==> config.mk <==
export PLATFORM = sky130hd
export DESIGN_NAME = src_reset_ctrl
export DESIGN_NICKNAME = d
export VERILOG_FILES = /design/src/hdl/src_reset_ctrl.v
export VERILOG_INCLUDE_DIRS = /design/src /design/src/hdl
export SDC_FILE = /design/constraint.sdc
export NUM_CORES = 1
export LEC_CHECK = 0
export BUFFER_PORTS_ARGS = -buffer_cell sky130_fd_sc_hd__buf_4
export CAP_MARGIN = 20
export CORE_MARGIN = 2
export CORE_UTILIZATION = 47
export CTS_CLUSTER_DIAMETER = 30
export DETAILED_ROUTE_END_ITERATION = 8
export PLACE_DENSITY = 0.8
export RECOVER_POWER = 100
export SLEW_MARGIN = 20
export SYNTH_ARGS = -nofsm -noshare
export SYNTH_HDL_FRONTEND = slang
export SYNTH_SLANG_ARGS = --single-unit
export TNS_END_PERCENT = 5
==> constraint.sdc <==
create_clock -name clk -period 3 [get_ports clk]
set_clock_uncertainty 0.05 [all_clocks]
set_input_delay 0.3 -clock clk [delete_from_list [all_inputs] [get_ports clk]]
set_output_delay 0.3 -clock clk [all_outputs]
set_load 0.02 [all_outputs]
==> src/hdl/src_map.vh <==
`ifndef SRC_MAP_VH
`define SRC_MAP_VH
`define SRC_ADDR_CAUSE 4'h0
`define SRC_ADDR_STATUS 4'h4
`define SRC_ADDR_MASK 4'h8
`define SRC_ADDR_CTRL 4'hC
`define SRC_BIT_POR 0
`define SRC_BIT_PIN 1
`define SRC_BIT_BOD 2
`define SRC_BIT_WDT 3
`define SRC_BIT_TST 4
`define SRC_CAUSE_RST 5'h01
`define SRC_MASK_RST 5'h00
`define SRC_CTRL_RST 2'h0
`define SRC_PIN_MIN_NS 1500
`define SRC_CLK_NS 10
`define SRC_PIN_MIN_CYC ((`SRC_PIN_MIN_NS + `SRC_CLK_NS - 1) / `SRC_CLK_NS)
`define SRC_VECTOR 16'h0000
`define SRC_STRETCH_0 20'h00004
`define SRC_STRETCH_1 20'h00400
`define SRC_STRETCH_2 20'h01000
`define SRC_STRETCH_3 20'h10000
`endif

==> src/hdl/src_reset_ctrl.v <==
// Notes on behaviour
// - Reset loads I/O defaults, then fetch vector
// - Ports reset asynchronously when any source but the watchdog is active
// - Delay counter stretches reset after sources release
// - Stretch length chosen by clock-select fuses
// - Exactly five reset request inputs accepted
// - Power-on holds reset while supply low
// - Pin reset needs low beyond minimum width
// - Watchdog reset only when enabled and expired
// - Brown-out reset only when enabled and low
// - Test-port register one holds reset
// - Watchdog gives one-cycle pulse, delay follows
// - Cause flags set; cleared by power-on or zero-write
// - Power-on flag cleared only by zero-write
//
// Design decisions made here: register access over Wishbone and the register offsets.
`timescale 1ns/10ps
`include "src_map.vh"
module src_reset_ctrl
(
	input wire clk,
	input wire srst,
	input wire supply_below_por,
	input wire reset_pin_n,
	input wire wdt_enable,
	input wire wdt_expired,
	input wire bod_enable,
	input wire supply_below_bod,
	input wire test_reset_reg,
	input wire [3:0] clock_select_fuses,
	input wire [31:0] wb_adr_i,
	input wire [31:0] wb_dat_i,
	input wire [3:0] wb_sel_i,
	input wire wb_we_i,
	input wire wb_cyc_i,
	input wire wb_stb_i,
	output reg [31:0] wb_dat_o,
	output reg wb_ack_o,
	output reg wb_err_o,
	output wire port_reset,
	output reg internal_reset,
	output reg [15:0] fetch_addr,
	output reg fetch_start,
	output reg irq
);
	reg [4:0] reset_cause_register;
	reg [4:0] status;
	reg [4:0] mask;
	reg [1:0] ctrl;
	reg [7:0] pin_low_cnt;
	reg pin_req;
	reg wdt_pulse;
	reg wdt_exp_d;
	reg [19:0] stretch_cnt;
	reg [19:0] next_stretch_load;
	reg por_req;
	reg bod_req;
	reg tst_req;
	wire any_req;
	wire acc;
	wire wr;
	wire [4:0] ev;
	wire [4:0] wdat;

	// Stretch length per fuse setting
	always @*
	begin
		case (clock_select_fuses[1:0])
			2'h0: next_stretch_load = `SRC_STRETCH_0;
			2'h1: next_stretch_load = `SRC_STRETCH_1;
			2'h2: next_stretch_load = `SRC_STRETCH_2;
			default: next_stretch_load = `SRC_STRETCH_3;
		endcase
	end

	always @(posedge clk)
	begin
		por_req <= supply_below_por;
		bod_req <= bod_enable & supply_below_bod;
		tst_req <= test_reset_reg;
		wdt_exp_d <= wdt_expired;
	end

	// Pin low-time qualifier
	always @(posedge clk)
	begin
		if (reset_pin_n)
		begin
			pin_low_cnt <= 8'h00;
			pin_req <= 1'b0;
		end
		else if (pin_low_cnt >= `SRC_PIN_MIN_CYC)
			pin_req <= 1'b1;
		else
			pin_low_cnt <= pin_low_cnt + 8'h01;
	end

	always @(posedge clk)
	begin
		if (srst)
			wdt_pulse <= 1'b0;
		else
			wdt_pulse <= wdt_enable & wdt_expired & ~wdt_exp_d;
	end

	assign any_req = por_req | pin_req | wdt_pulse | bod_req | tst_req;
	// Asynchronous port reset from raw sources; watchdog only via registered wdt_pulse
	assign port_reset = supply_below_por | ~reset_pin_n | (bod_enable & supply_below_bod)
		| test_reset_reg | wdt_pulse | internal_reset;

	// Stretch counter
	always @(posedge clk)
	begin
		if (srst)
		begin
			stretch_cnt <= 20'h00000;
			internal_reset <= 1'b1;
			fetch_start <= 1'b0;
			fetch_addr <= `SRC_VECTOR;
		end
		else
		begin
			fetch_start <= 1'b0;
			if (any_req)
			begin
				stretch_cnt <= next_stretch_load;
				internal_reset <= 1'b1;
			end
			else if (stretch_cnt != 20'h00000)
				stretch_cnt <= stretch_cnt - 20'h00001;
			else if (internal_reset)
			begin
				internal_reset <= 1'b0;
				fetch_start <= 1'b1;
				fetch_addr <= `SRC_VECTOR;
			end
		end
	end

	assign ev = {tst_req, wdt_pulse, bod_req, pin_req, por_req};
	assign acc = wb_cyc_i & wb_stb_i & ~wb_ack_o & ~wb_err_o;
	assign wr = acc & wb_we_i & wb_sel_i[0];
	assign wdat = wb_dat_i[4:0];

	// Bus slave and registers
	always @(posedge clk)
	begin
		if (srst)
		begin
			wb_ack_o <= 1'b0;
			wb_err_o <= 1'b0;
			wb_dat_o <= 32'h00000000;
			status <= 5'h00;
			mask <= `SRC_MASK_RST;
			ctrl <= `SRC_CTRL_RST;
			irq <= 1'b0;
		end
		else
		begin
			wb_ack_o <= 1'b0;
			wb_err_o <= 1'b0;
			if (acc)
			begin
				case (wb_adr_i[3:0])
					`SRC_ADDR_CAUSE: wb_dat_o <= {27'h0, reset_cause_register};
					`SRC_ADDR_STATUS: wb_dat_o <= {27'h0, status};
					`SRC_ADDR_MASK: wb_dat_o <= {27'h0, mask};
					`SRC_ADDR_CTRL: wb_dat_o <= {29'h0, internal_reset, port_reset};
					default: wb_dat_o <= 32'h00000000;
				endcase
				if (wb_adr_i[31:4] == 28'h0 && wb_adr_i[1:0] == 2'h0)
					wb_ack_o <= 1'b1;
				else
					wb_err_o <= 1'b1;
			end
			if (wr && wb_adr_i == {28'h0, `SRC_ADDR_MASK})
				mask <= wdat;
			if (wr && wb_adr_i == {28'h0, `SRC_ADDR_CTRL})
				ctrl <= wdat[1:0];
			if (wr && wb_adr_i == {28'h0, `SRC_ADDR_STATUS})
				status <= (status & ~wdat) | ev;
			else
				status <= status | ev;
			irq <= |(status & mask);
		end
	end

	// Cause flags survive srst; set wins over zero-write
	always @(posedge clk)
	begin
		if (wr && wb_adr_i == {28'h0, `SRC_ADDR_CAUSE})
			reset_cause_register <= (reset_cause_register & wdat) | ev;
		else if (por_req)
			reset_cause_register <= `SRC_CAUSE_RST;
		else
			reset_cause_register <= reset_cause_register | ev;
	end
endmodule

### After elaboration in Yosys (flattened, before gate mapping)

Index checks and enable logic that the tools add are counted.
Widths: inputs -> output; s select.

* register bits: 86
* word-level logic and storage cells: 82
* output and inout bits: 54
* input port bits: 84

* bitwise logic cells: 30
* $add $sub $neg: 2
* multiplexer cells: 10
* reductions and logical operators: 15
* equality and inequality tests: 7
* magnitude comparators: 1

Operators by type and width (count)
* $pmux 17 s3: 1
* $mux 20: 2
* $eq 32x3->1 const B: 1
* $eq 32x4->1 const B: 1
* $logic_not 32->1: 1
* $logic_not 28->1: 1
* $or 5x5->5: 4
* $pmux 5 s4: 1
* $reduce_bool 20->1: 1
* $sub 20x1->20 const B: 1
* $and 5x5->5: 3
* $mux 5: 3
* $or 1x1->1: 9
* $add 8x1->8 const B: 1
* $and 1x1->1: 8
* $eq 4x4->1 const B: 2
* $ge 8x8->1 const B: 1
* $not 1->1: 5
* $not 5->5: 1
* $reduce_or 5->1: 1
* $eq 4x3->1 const B: 1
* $logic_and 1x1->1: 4
* $logic_not 2->1: 2
* $logic_not 4->1: 1
* other kinds (6): 9

### Logic depth before layout (Yosys ltp)

Gate-level depths: netlist of the first run.

* word-level depth: 7
* mapped depth: 8
* gate-level depth less buffers: 7

### Worst setup path after synthesis of the first run

Ideal clock, no wire load.

* path kind: register to register
* from: register internal_reset
* to: register wb_dat_o[0]
* slack: 0.815 ns
* buffers on the path: 0
* library setup time: 0.128 ns
* cell stages (with the launch flop): 6
* required time: 2.822 ns
* clock period less this slack: 2.185 ns
* data arrival time: 2.007 ns
* path through: dfxtp_1 -> or4b_1 -> or3_1 -> mux4_1 -> a22oi_1 -> nor2_1

* longest elaborated chain between the ends: 2

Ends and longest elaborated chain
* from (decl): line src_reset_ctrl.v:41 `output reg internal_reset,`
* from (signal assigned): line src_reset_ctrl.v:117 `internal_reset <= 1'b1;`
* from (signal assigned): line src_reset_ctrl.v:127 `internal_reset <= 1'b1;`
* from (signal assigned): line src_reset_ctrl.v:133 `internal_reset <= 1'b0;`
* $or 1x1->1: line src_reset_ctrl.v:109 `| test_reset_reg | wdt_pulse | internal_reset;`
* via port_reset: line src_reset_ctrl.v:40 `output wire port_reset,`
* $pmux 5 s4: line src_reset_ctrl.v:164 `case (wb_adr_i[3:0])`
* to (signal assigned): line src_reset_ctrl.v:165 `` `SRC_ADDR_CAUSE: wb_dat_o <= {27'h0, reset_cause_register}; ``
* to (signal assigned): line src_reset_ctrl.v:166 `` `SRC_ADDR_STATUS: wb_dat_o <= {27'h0, status}; ``
* to (signal assigned): line src_reset_ctrl.v:167 `` `SRC_ADDR_MASK: wb_dat_o <= {27'h0, mask}; ``
* to (decl): line src_reset_ctrl.v:37 `output reg [31:0] wb_dat_o,`

The timed path passes the listed nets, and every way through them passes these cells.
A chain may end at the register's enable or synchronous reset.

### Worst setup path after layout of the first run

* from: register wdt_pulse
* to: register stretch_cnt[19]

* longest elaborated chain between the ends: 4
* elaborated cells on any way between the ends: 5
* those cells by class: 1 x mux; 3 x bitwise; 1 x reduce/logical

Ends and longest elaborated chain
* from (decl): line src_reset_ctrl.v:52 `reg wdt_pulse;`
* from (signal assigned): line src_reset_ctrl.v:103 `wdt_pulse <= wdt_enable & wdt_expired & ~wdt_exp_d;`
* $or 1x1->1 * (3 in a row): line src_reset_ctrl.v:106 `assign any_req = por_req | pin_req | wdt_pulse | bod_req | tst_req;`
* $mux 20 / $reduce_bool 2->1 (equally long branches)
* to (signal assigned): line src_reset_ctrl.v:126 `stretch_cnt <= next_stretch_load;`
* to (signal assigned): line src_reset_ctrl.v:130 `stretch_cnt <= stretch_cnt - 20'h00001;`
* to (decl): line src_reset_ctrl.v:54 `reg [19:0] stretch_cnt;`

Every way passes the cells marked *; elsewhere a longest branch is shown, timed or not.

==> results.md, run 1 <==
* Result of the run: finished, final reports clean
* Number of routed nets with antenna violations at 0
* # Post-CTS Setup Buffers at 0
* Cell count after synthesis at 348
* Rows at 29
* CTS tree: yes
* Max Transition Viols Final at 0
* Final cycle utilization of the critical path at 81.7%
* Sinks on Clock Net at 59
* Type of the worst setup path: reg2reg
* Drt drc at 0
* Core Region at about 6300 um2
* Proportion of synthesized flip-flops having asynchronous set or reset at 0%
* Clock latency at the later pin of the worst-skew pair at 0.34 ns
* Per-instance average area after synthesis at 8.80 um2
* Most used DFF post-synth: sky130_fd_sc_hd__dfxtp_1
* Lkg Pwr at 0.00149 uW
* Yosys top cell by area: sky130_fd_sc_hd__dfxtp_1
* Worst slack, placed at 0.697 ns
* Drt via density at about 5.3
* Min-Delay Path Class: in2reg
* Switching share of total power at 29.2%
* Final setup violating endpoints at 0
* Largest fanout on the critical path at 16
* Number of antenna violations at the first check in global routing at 0
* Maximum clock insertion buffer count at 2
* Final routed wire length divided by cell count at 13.6 um
* Y dimension of the die at 84.7 um
* Post-route setup slack at about 0.55 ns
* Area growth from synthesis to layout at 18.2%
* Detailed placer's ending HPWL at 5060 um
* Proportion of layout cells with a drive suffix above 1 at a little under a fifth
* Share of Yosys cell area claimed by the top area cell type at slightly below 40%
* Aggregate negative setup slack at 0 ns
* Yosys synthesis warning count at 0
* Global placement routability congestion at 0.815
* H-tree levels at 3
* Actual transition at the worst max-transition pin at around 0.57 ns
* Clock slew at the register clock pins of the worst setup and hold paths at 0.07 ns
* WP data required at 3.24 ns
* Sort of element at the start of the critical path: flop
* Number of buffers created by CTS at 9
* Detailed router's first-iteration violation count at 145
* Total net switching power at 597 uW
* Max Freq at a little over 0.4 GHz
* Overall fraction of global-route tracks in use at 19.7%
* Ports placed on the boundary at about 140
* Total number of vias at 2,646
* Worst hold slack across all endpoints at 0.114 ns
* GR Overflow Total at 0
* Final net count at 505
* First-pass iteration count of the detailed router at 4
* Clock root buffer: sky130_fd_sc_hd__clkbuf_8
* Wire length of the first global-routing pass at 11,200 um
* Count of flip-flops with a built-in enable after synthesis at 0
* Setup repair after global routing missed its margin: false
* Cell variety after synth at between 50 and 60
* Cells taking the most area after synthesis: sky130_fd_sc_hd__dfxtp_1 (39%), sky130_fd_sc_hd__buf_4 (11%), sky130_fd_sc_hd__nor2_1 (6.1%)
* Vias in the first global route at 2,517
* Number of buffer cells added on primary ports at 62
* Routed Wire Length at 6760 um
* Finished Cell Area at 3620 um2
* Placed cell areas at 3430 um2
* Final antenna diode count at 0
* Peak VDD IR at 0.000339 V
* Initial standard-cell utilization of the core at 48.5%
* Endpoint class of the critical path: flop
* Fill cell count at between 500 and 600
* Critical Path AT at around 2.7 ns
* MaxCap Viol Count at 0
* Internal at 1450 uW
* Die Outline Area at roughly 7200 um2
* Min Clock Period, post-route at 2.45 ns
* Pwr Density at 566 nW/um2
* Netlist Area Pre-Place at 3060 um2
* Relative contribution of the clock network to total power at 38.3%
* Relative max-transition margin at 61.8%
* Width of the die at roughly 85 um
* Fraction of the yosys area taken by sequential cells at about two fifths
* Logic gate share of total power at 20.6%
* Maximum number of pins on one net before global-route repair at 26
* Register bit total from synthesis at 59
* Seq pwr share at 41.2%
* Final Hold Violating Endpoints at 0
## worst paths after layout
path / depth (start not counted) / slack (ns) / startpoint / end
setup / recovery: 6 / 0.55 / wdt_pulse / stretch_cnt[19]
setup reg to reg: 6 / 0.55 / wdt_pulse / stretch_cnt[19]
hold reg to reg: 1 / 0.36 / wdt_exp_d / wdt_pulse
hold / removal: 2 / 0.11 / wb_dat_i[1] / status[1]
## per-layer routing
metal,global-route usage [%],routed length [um],vias up
li1,-,-,1310
met1,23.9,2920,1251
met2,32.6,3430,79
met4,7.79,84,0
met3,6.39,333,6
met5,0,0,-
## area by class of cell
type,instances,area [um2],share of cell area (%)
Multi-Input combinational cell,267,1620,44.7
Sequential cell,59,1180,32.6
Timing Repair Buffer,68,465,12.9
Clock buffer,9,124,3.42
Tap cell,77,96.3,2.66
Clock inverter,6,91.3,2.52
Inverter,12,45.0,1.24
## stage by stage
step           power (uW)  cells  utilization [%]
4_1_cts              2060    496             57.9
2_1_floorplan        1200    390                -
6_report             2050    498             57.3
3_5_place_dp         1280    480             54.4
3_3_place_gp         1260    480             54.4
5_1_grt              2160    498             57.3
## cell usage in the layout (no fill, tap or decap), types with 9 or more instances in the layout
cell	Yosys	routed
sky130_fd_sc_hd__dfxtp_1	59	59
sky130_fd_sc_hd__nor2_1	50	50
sky130_fd_sc_hd__buf_4	43	48
sky130_fd_sc_hd__conb_1	1	43
sky130_fd_sc_hd__nor4_1	13	14
sky130_fd_sc_hd__a21oi_1	14	14
sky130_fd_sc_hd__clkbuf_1	7	14
sky130_fd_sc_hd__nand2_1	13	13
sky130_fd_sc_hd__inv_1	12	12
sky130_fd_sc_hd__or3_1	11	11
sky130_fd_sc_hd__xnor2_1	11	11
sky130_fd_sc_hd__nand3_1	9	9
sky130_fd_sc_hd__clkbuf_8	0	9
## critical path: stages (launching register included)
cell,delay (ns)
sky130_fd_sc_hd__dfxtp_1,0.37
sky130_fd_sc_hd__or4_1,0.63
sky130_fd_sc_hd__nor2_1,0.13
sky130_fd_sc_hd__clkbuf_1,0.38
sky130_fd_sc_hd__nand2_1,0.46
sky130_fd_sc_hd__nor2_1,0.20
sky130_fd_sc_hd__a31o_2,0.17
## power by group through the flow
stage               logic [uW]  clock network, uW  registers, uW
floorplan                  348                  0            855
global placement           405                  0            858
detailed placement         416                  0            860
CTS                        420                797            842
global route               466                847            847
finish                     421                784            843
## sequential cells by signal (all words and copies together), names as in the netlist
register and count:
stretch_cnt 20, pin_low_cnt 8, mask 5, reset_cause_register 5, status 5, wb_dat_o 5
bod_req 1, fetch_start 1, internal_reset 1, irq 1, pin_req 1, por_req 1
tst_req 1, wb_ack_o 1, wb_err_o 1, wdt_exp_d 1, wdt_pulse 1
## repair_timing
| action | CTS | global route |
|---|---|---|
| endpoints found under the hold margin | 1 | 2 |
| resized for setup | 0 | 0 |
| hold buffers | 1 | 2 |
## cell families (layout without fill, tap and decap cells)
family | count (synthesis) | after routing | share of synthesized area (%)
flops | 59 | 59 | 38.6
fa+ha+maj | 4 | 4 | 1.63
buf+inv | 64 | 95 | 13.6
other cells | 1 | 43 | 0.122
compound gates | 62 | 62 | 13.7
xor+xnor | 14 | 14 | 4.00
mux | 10 | 10 | 4.21
simple gates | 134 | 134 | 24.1
## synthesized netlist by cell type, types with 2 or more instances
| master | count |
|---|---|
| sky130_fd_sc_hd__buf_4 | 43 |
| sky130_fd_sc_hd__inv_1 | 12 |
| sky130_fd_sc_hd__a22oi_1 | 6 |
| sky130_fd_sc_hd__nand3_1 | 9 |
| sky130_fd_sc_hd__ha_1 | 4 |
| sky130_fd_sc_hd__a21oi_1 | 14 |
| sky130_fd_sc_hd__nand4_1 | 3 |
| sky130_fd_sc_hd__a31oi_1 | 7 |
| sky130_fd_sc_hd__a211oi_1 | 6 |
| sky130_fd_sc_hd__or3_1 | 11 |
| sky130_fd_sc_hd__or4_2 | 2 |
| sky130_fd_sc_hd__dfxtp_1 | 59 |
| sky130_fd_sc_hd__a311oi_1 | 7 |
| sky130_fd_sc_hd__or4_1 | 4 |
| sky130_fd_sc_hd__and2_1 | 2 |
| sky130_fd_sc_hd__nand2b_1 | 2 |
| sky130_fd_sc_hd__xor2_1 | 3 |
| sky130_fd_sc_hd__a31o_2 | 2 |
| sky130_fd_sc_hd__nor4_1 | 13 |
| sky130_fd_sc_hd__nor2_1 | 50 |
| sky130_fd_sc_hd__o31ai_1 | 4 |
| sky130_fd_sc_hd__xnor2_1 | 11 |
| sky130_fd_sc_hd__clkbuf_1 | 7 |
| sky130_fd_sc_hd__buf_6 | 2 |
| sky130_fd_sc_hd__o21ai_0 | 8 |
| sky130_fd_sc_hd__and3_1 | 3 |
| sky130_fd_sc_hd__o21a_1 | 2 |
| sky130_fd_sc_hd__mux2i_1 | 8 |
| sky130_fd_sc_hd__nor3_1 | 7 |
| sky130_fd_sc_hd__nand2_1 | 13 |
(Power assumes the default switching activity.)
==> run 2: changes to the inputs <==
--- a/config.mk
+++ b/config.mk
@@ -9,10 +9,10 @@
 export BUFFER_PORTS_ARGS = -buffer_cell sky130_fd_sc_hd__buf_4
 export CAP_MARGIN = 20
 export CORE_MARGIN = 2
-export CORE_UTILIZATION = 47
+export CORE_UTILIZATION = 43
 export CTS_CLUSTER_DIAMETER = 30
 export DETAILED_ROUTE_END_ITERATION = 8
-export PLACE_DENSITY = 0.8
+export PLACE_DENSITY = 0.77
 export RECOVER_POWER = 100
 export SLEW_MARGIN = 20
 export SYNTH_ARGS = -nofsm -noshare
==> constraint.sdc (replaced) <==
create_clock -name clk -period 2.25 [get_ports clk]
set_clock_uncertainty 0.05 [all_clocks]
set_input_delay 0.225 -clock clk [delete_from_list [all_inputs] [get_ports clk]]
set_output_delay 0.225 -clock clk [all_outputs]
set_load 0.02 [all_outputs]
==> run 2 against run 1 <==
Compared with the run above: worst hold slack got worse by 0.064 ns; combinational power up 43%; critical path depth up 1; die area increased by 8.9%; cell count increased by 5.4%; non-clock buffer count up 8; utilization down 2.9 points; critical endpoint is now wb_dat_o[0]; count of clock-buffer cells in the layout rose by 1; total power rose by 36%; design area is 2.8% higher.
==> results.md, run 2 (synthesized netlist as in run 1, its figures left out) <==
* Result of the run: finished, final reports clean
* Global placement routability congestion at 0.826
* Clock slew at the register clock pins of the worst setup and hold paths at approximately 0.07 ns
* Endpoint class of the critical path: flop
* Clock root buffer: sky130_fd_sc_hd__clkbuf_8
* Aggregate negative setup slack at 0 ns
* Logic depth of the worst register-to-register path at 7
* Critical R2R Launch: stretch_cnt[0]
* H-tree levels at 3
* WP data required at 2.42 ns
* Number of buffer cells added on primary ports at 62
* MaxCap Viol Count at 0
* Width of the die at 88.4 um
* Area occupied by multi-input gates at 1650 um2
* Footprint of the flip-flops and latches at 1180 um2
* Ports placed on the boundary at 138
* Sort of element at the start of the critical path: input port
* Sinks on Clock Net at 59
* CTS tree: yes
* GR Overflow Total at 0
* Number of buffers created by CTS at 9
* Max Freq at around 0.45 GHz
* Core occupancy in the finished layout at 54.5%
* Post-layout power at 2780 uW
* Overall fraction of global-route tracks in use at 18.6%
* Wire length of the first global-routing pass at roughly 11,000 um
* Number of routed nets with antenna violations at 0
* Number of instances on the worst hold path at 2
* Drt via density at 5.20
* Routed Wire Length at 7240 um
* Actual transition at the worst max-transition pin at ~0.63 ns
* Final Hold Violating Endpoints at 0
* Critical Path AT at 2.40 ns
* Maximum clock insertion buffer count at 2
* Final cell count without fillers at 525
* Detailed router's first-iteration violation count at 233
* Worst path slowest cell: sky130_fd_sc_hd__dlygate4sd3_1
* Peak VDD IR at ~0.0004 V
* Relative max-transition margin at 57.5%
* Maximum number of pins on one net before global-route repair at 26
* Cell type group with the largest total delay on the critical path: simple AND/OR/NAND/NOR gates
* Crit-path max cell delay at about 0.55 ns
* Fill cell count at 662
* Setup repair after global routing missed its margin: true
* Commonest non-fill, non-tap cell in the layout: sky130_fd_sc_hd__dfxtp_1
* # placed instances at ~510
* Lkg Pwr at 0.00153 uW
* Detailed placer's ending HPWL at 5450 um
* Final antenna diode count at 0
* RR Endpoint: stretch_cnt[11]
* Drt drc at 0
* Clock latency at the later pin of the worst-skew pair at 0.33 ns
* Reg2reg setup slack at 0.12 ns
* Vias in the first global route at between 2,000 and 2,500
* Worst slack, placed at around 0.014 ns
* Cells along the critical path: dlygate4sd3_1, buf_4, or4b_1, or3_4, mux4_1, a22oi_1, nor2_1
* Min-Delay Path Class: in2reg
* Final cycle utilization of the critical path at 99.1%
* Largest registers: stretch_cnt x20, pin_low_cnt x8
* Most frequent cells in the layout: sky130_fd_sc_hd__dfxtp_1 (59), sky130_fd_sc_hd__buf_4 (55), sky130_fd_sc_hd__nor2_1 (50)
* Final setup violating endpoints at 0
* Area growth from synthesis to layout at 21.5%
* Core Region at between 6000 and 7000 um2
* Initial standard-cell utilization of the core at between 40% and 50%
* Worst path bufs/invs at 2
* Largest fanout on the critical path at 2
* Max reg flops at 20
* Total number of vias at about 2,700
* Post-route setup slack at 0.0195 ns
* First-pass iteration count of the detailed router at 5
* Final routed wire length divided by cell count at 13.8 um
* Min Clock Period, post-route at 2.23 ns
* Final net count at 513
* Number of antenna violations at the first check in global routing at 0
* Register with the most flip-flops: stretch_cnt
* Die Outline Area at 7810 um2
* Type of the worst setup path: in2reg
* Worst hold path startpoint: wb_dat_i[4]
* Rows at 30
* Max Transition Viols Final at 0
* Endpoint of the worst hold path: status[4]
* Proportion of layout cells with a drive suffix above 1 at between 20% and 30%
* Pwr Density at 746 nW/um2
* Y dimension of the die at 88.4 um
==> run 2: what timing repair did <==
action	CTS	global route
setup endpoints to repair	0	15
hold buffers	3	0
resized for setup	0	6
setup buffers	0	0
hold endpoints to repair	3	0
==> run 2: per-stage QoR <==
| stage | instance area [um2] | hold slack [ns] |
|---|---|---|
| global placement | 3520 | 0.285 |
| finish | 3720 | 0.0498 |
| floorplan | 3220 | 0.203 |
| detailed placement | 3520 | 0.288 |
| global route | 3720 | 0.0427 |
| CTS | 3760 | 0.0354 |
==> run 2: worst reg2reg max path, cell delays in order, from the launching register on <==
cell,delay [ns]
sky130_fd_sc_hd__dfxtp_1,0.40
sky130_fd_sc_hd__inv_1,0.09
sky130_fd_sc_hd__ha_1,0.20
sky130_fd_sc_hd__or4b_4,0.24
sky130_fd_sc_hd__nor3_4,0.05
sky130_fd_sc_hd__and3_2,0.26
sky130_fd_sc_hd__or4_2,0.61
sky130_fd_sc_hd__a21oi_1,0.16
==> run 2: worst max-delay path by stage <==
stage               slack, ns  cells after the start         endpoint           start
global placement         0.11                      6  stretch_cnt[12]  stretch_cnt[0]
floorplan                0.07                      5      wb_dat_o[0]  internal_reset
global route            -0.02                      7      wb_dat_o[0]  test_reset_reg
CTS                     0.006                      6  stretch_cnt[12]  stretch_cnt[0]
finish                   0.02                      7      wb_dat_o[0]  test_reset_reg
detailed placement       0.01                      6  stretch_cnt[12]  stretch_cnt[0]
==> run 2: report_power, final <==
group / leakage [uW] / internal [uW] / switching [uW] / total (uW)
combinational: 0.000945 / 254 / 346 / 600
clock: 0.000108 / 643 / 408 / 1050
sequential: 0.000481 / 1080 / 41.4 / 1130
total: 0.00153 / 1980 / 795 / 2780
==> run 2: cell type report <==
type / instances / share of cell area [%]
well taps: 96 / 3.23
multi-input cells: 267 / 44.2
repair buffers: 76 / 13.8
clock buffers: 10 / 3.70
flip-flops and latches: 59 / 31.7
clock inverters: 5 / 2.08
inverters: 12 / 1.21
==> run 2: per-layer routing <==
layer  wire length (um)  part of all wire, %  vias up  track usage (%)
li1                   -                    -     1333                -
met1               3100                   43     1289             24.6
met2               3640                   50      101             30.1
met3                424                  5.9        6             4.20
met4                 74                  1.0        0             6.47
met5                  0                    0        -                0
==> run 3: changes to the inputs <==
--- a/config.mk
+++ b/config.mk
@@ -6,15 +6,15 @@
 export SDC_FILE = /design/constraint.sdc
 export NUM_CORES = 1
 export LEC_CHECK = 0
-export BUFFER_PORTS_ARGS = -buffer_cell sky130_fd_sc_hd__buf_4
 export CAP_MARGIN = 20
 export CORE_MARGIN = 2
-export CORE_UTILIZATION = 43
+export CORE_UTILIZATION = 55
 export CTS_CLUSTER_DIAMETER = 30
 export DETAILED_ROUTE_END_ITERATION = 8
-export PLACE_DENSITY = 0.77
+export DONT_BUFFER_PORTS = 1
+export PLACE_DENSITY = 0.73
 export RECOVER_POWER = 100
-export SLEW_MARGIN = 20
+export SETUP_SLACK_MARGIN = 0.3
 export SYNTH_ARGS = -nofsm -noshare
 export SYNTH_HDL_FRONTEND = slang
 export SYNTH_SLANG_ARGS = --single-unit
==> run 3 against run 2 <==
Compared with the run above: the run now ends with negative hold slack left; cell count is 11% lower; via count fell by 4.8%; design area down 5.2%; total power is 4.4% lower; setup slack gained 0.099 ns; die area fell by 21%; routed wire length fell by 6.3%; non-clock buffer count shrank 37; global-route usage rose by 3.2 points; fmax up 4.6%; register-to-register slack is essentially flat; first-iteration DRC count is 21% lower; critical path type is now reg2reg; highest routed layer unchanged.
==> results.md, run 3 (synthesized netlist as in run 1, its figures left out) <==
* Clock root buffer: sky130_fd_sc_hd__clkbuf_8
* Final cycle utilization of the critical path at 94.7%
* Max Freq at 0.469 GHz
* Internal at 1820 uW
* Global placement routability congestion at 0.797
* Clock latency at the later pin of the worst-skew pair at 0.35 ns
* H-tree levels at 3
* Critical Path AT at 2.36 ns
* Wire length of the first global-routing pass at between 10,000 and 15,000 um
* Worst hold path startpoint: wb_dat_i[2]
* Core Region at 5440 um2
* Number of instances on the worst hold path at 2
* MaxCap Viol Count at 0
* Final cell count without fillers at roughly 470
* Logic depth of the worst register-to-register path at 9
* Commonest non-fill, non-tap cell in the layout: sky130_fd_sc_hd__dfxtp_1
* Largest registers: stretch_cnt x20, pin_low_cnt x8
* Die Outline Area at 6180 um2
* Sinks on Clock Net at 59
* RR Endpoint: stretch_cnt[11]
* Seq pwr share at 42.5%
* Total number of vias at 2,599
* Fill cell count at around 450
* # placed instances at 420
* Reg2reg setup slack at between 0.1 and 0.15 ns
* Overall fraction of global-route tracks in use at 21.8%
* Actual transition at the worst max-transition pin at 0.691 ns
* Logic gate share of total power at 23.6%
* Final routed wire length divided by cell count at around 15 um
* Number of buffer cells added on primary ports at 0
* Final antenna diode count at 0
* Endpoint of the worst hold path: mask[2]
* Number of antenna violations at the first check in global routing at 0
* WP data required at 2.48 ns
* Relative max-transition margin at a little over half
* Endpoint class of the critical path: flop
* Max reg flops at 20
* Number of buffers created by CTS at 9
* Rows at 27
* Vias in the first global route at 2,250
* Violated checks: negative hold slack
* Detailed router's first-iteration violation count at 185
* Most frequent cells in the layout: sky130_fd_sc_hd__dfxtp_1 (58), sky130_fd_sc_hd__nor2_1 (50), sky130_fd_sc_hd__conb_1 (43)
* Maximum clock insertion buffer count at 2
* Total net switching power at 831 uW
* Proportion of layout cells with a drive suffix above 1 at 14.8%
* Peak VDD IR at 0.000516 V
* Critical R2R Launch: stretch_cnt[0]
* GR Overflow Total at 0
* Lkg Pwr at 0.00140 uW
* Pwr Density at approximately 750 nW/um2
* Final Hold Violating Endpoints at 2
* Sort of element at the start of the critical path: flop
* Largest fanout on the critical path at 8
* Relative contribution of the clock network to total power at 33.9%
* CTS tree: yes
* Clock slew at the register clock pins of the worst setup and hold paths at 0.07 ns
* Initial standard-cell utilization of the core at 56.3%
* Min Clock Period, post-route at 2.13 ns
* Ports placed on the boundary at 138
* Result of the run: finished with violations
* Aggregate negative setup slack at 0 ns
* Type of the worst setup path: reg2reg
* Worst hold slack across all endpoints at -0.0188 ns
* Width of the die at 78.6 um
* Switching share of total power at 31.3%
* Number of routed nets with antenna violations at 0
* Detailed placer's ending HPWL at 4530 um
* Area growth from synthesis to layout at 15.1%
* Setup repair after global routing missed its margin: true
* Max Transition Viols Final at 0
* Drt drc at 0
* Area occupied by multi-input gates at 1680 um2
* Y dimension of the die at 78.6 um
* Final setup violating endpoints at 0
* Footprint of the flip-flops and latches at 1180 um2
* Drt via density at 5.59
* Min-Delay Path Class: in2reg
* First-pass iteration count of the detailed router at 4
* Maximum number of pins on one net before global-route repair at 26
* Routed Wire Length at 6790 um
* Register with the most flip-flops: stretch_cnt
* Final net count at 476
## run 3: cell types whose count changed in the layout (fill, tap and decap cells not counted), moves of 2 or more
cell,delta
sky130_fd_sc_hd__buf_4,-43
sky130_fd_sc_hd__dlygate4sd3_1,+15
sky130_fd_sc_hd__clkbuf_1,-13
sky130_fd_sc_hd__buf_6,+3
sky130_fd_sc_hd__bufinv_16,-2
sky130_fd_sc_hd__clkinv_4,+2
sky130_fd_sc_hd__inv_1,-2
sky130_fd_sc_hd__inv_2,+2
sky130_fd_sc_hd__or4_1,-2
sky130_fd_sc_hd__or4_4,+2
## run 3: worst max-delay path by stage
| stage | startpoint | endpoint | slack, ns |
|---|---|---|---|
| 3_5_place_dp | stretch_cnt[0] | stretch_cnt[8] | 0.13 |
| 6_report | stretch_cnt[0] | stretch_cnt[11] | 0.12 |
| 2_1_floorplan | internal_reset | wb_dat_o[0] | 0.20 |
| 4_1_cts | internal_reset | wb_dat_o[0] | 0.20 |
| 3_3_place_gp | stretch_cnt[0] | stretch_cnt[11] | 0.19 |
| 5_1_grt | stretch_cnt[0] | stretch_cnt[17] | 0.009 |
## run 3: stage by stage
stage | total power, uW | util, % | setup slack (ns) | hold WS, ns | instance area, um2
global placement | 1630 | 55.7 | 0.186 | 0.203 | 3030
detailed placement | 1640 | 55.7 | 0.130 | 0.203 | 3030
CTS | 2600 | 62.3 | 0.203 | -0.130 | 3390
floorplan | 1610 | - | 0.197 | 0.203 | 3230
global route | 2780 | 64.8 | 0.00938 | 0.000160 | 3530
finish | 2650 | 64.8 | 0.119 | -0.0188 | 3530
## run 3: repair_timing
action / 4_1_cts / 5_1_grt
setup buffers: 5 / 6
hold buffers: 11 / 7
endpoints found under the setup margin: 24 / 28
pin swaps: 2 / 9
endpoints found under the hold margin: 34 / 24
resized for setup: 7 / 18
## run 3: power groups by stage
stage	sequential, uW	clock (uW)	combinational, uW
final	1130	900	626
after global routing	1130	961	683
after CTS	1130	921	550
after detailed placement	1150	0	495
after global placement	1150	0	487
after floorplan	1140	0	471
## run 3: cell type report
type | instances | area share [%]
Multi-Input combinational cell | 267 | 47.7
Sequential cell | 59 | 33.6
Timing Repair Buffer | 39 | 9.47
Clock buffer | 11 | 4.29
Tap cell | 72 | 2.56
Inverter | 12 | 1.28
Clock inverter | 5 | 1.06
## run 3: worst max-delay path, cell delays in order, from the launching register on
cell                      delay (ns)
sky130_fd_sc_hd__dfxtp_1        0.36
sky130_fd_sc_hd__inv_2          0.05
sky130_fd_sc_hd__ha_1           0.17
sky130_fd_sc_hd__or4b_4         0.22
sky130_fd_sc_hd__buf_6          0.10
sky130_fd_sc_hd__nor3_4         0.04
sky130_fd_sc_hd__buf_6          0.14
sky130_fd_sc_hd__and3_4         0.19
sky130_fd_sc_hd__or4_2          0.60
sky130_fd_sc_hd__a21oi_1        0.15
## run 3: metal layers
| metal | GRT usage [%] | routed length, um | vias up |
|---|---|---|---|
| met3 | 6.32 | 546 | 9 |
| li1 | - | - | 1263 |
| met5 | 0 | 0 | - |
| met4 | 10.7 | 100 | 0 |
| met1 | 28.3 | 2940 | 1212 |
| met2 | 32.9 | 3200 | 115 |
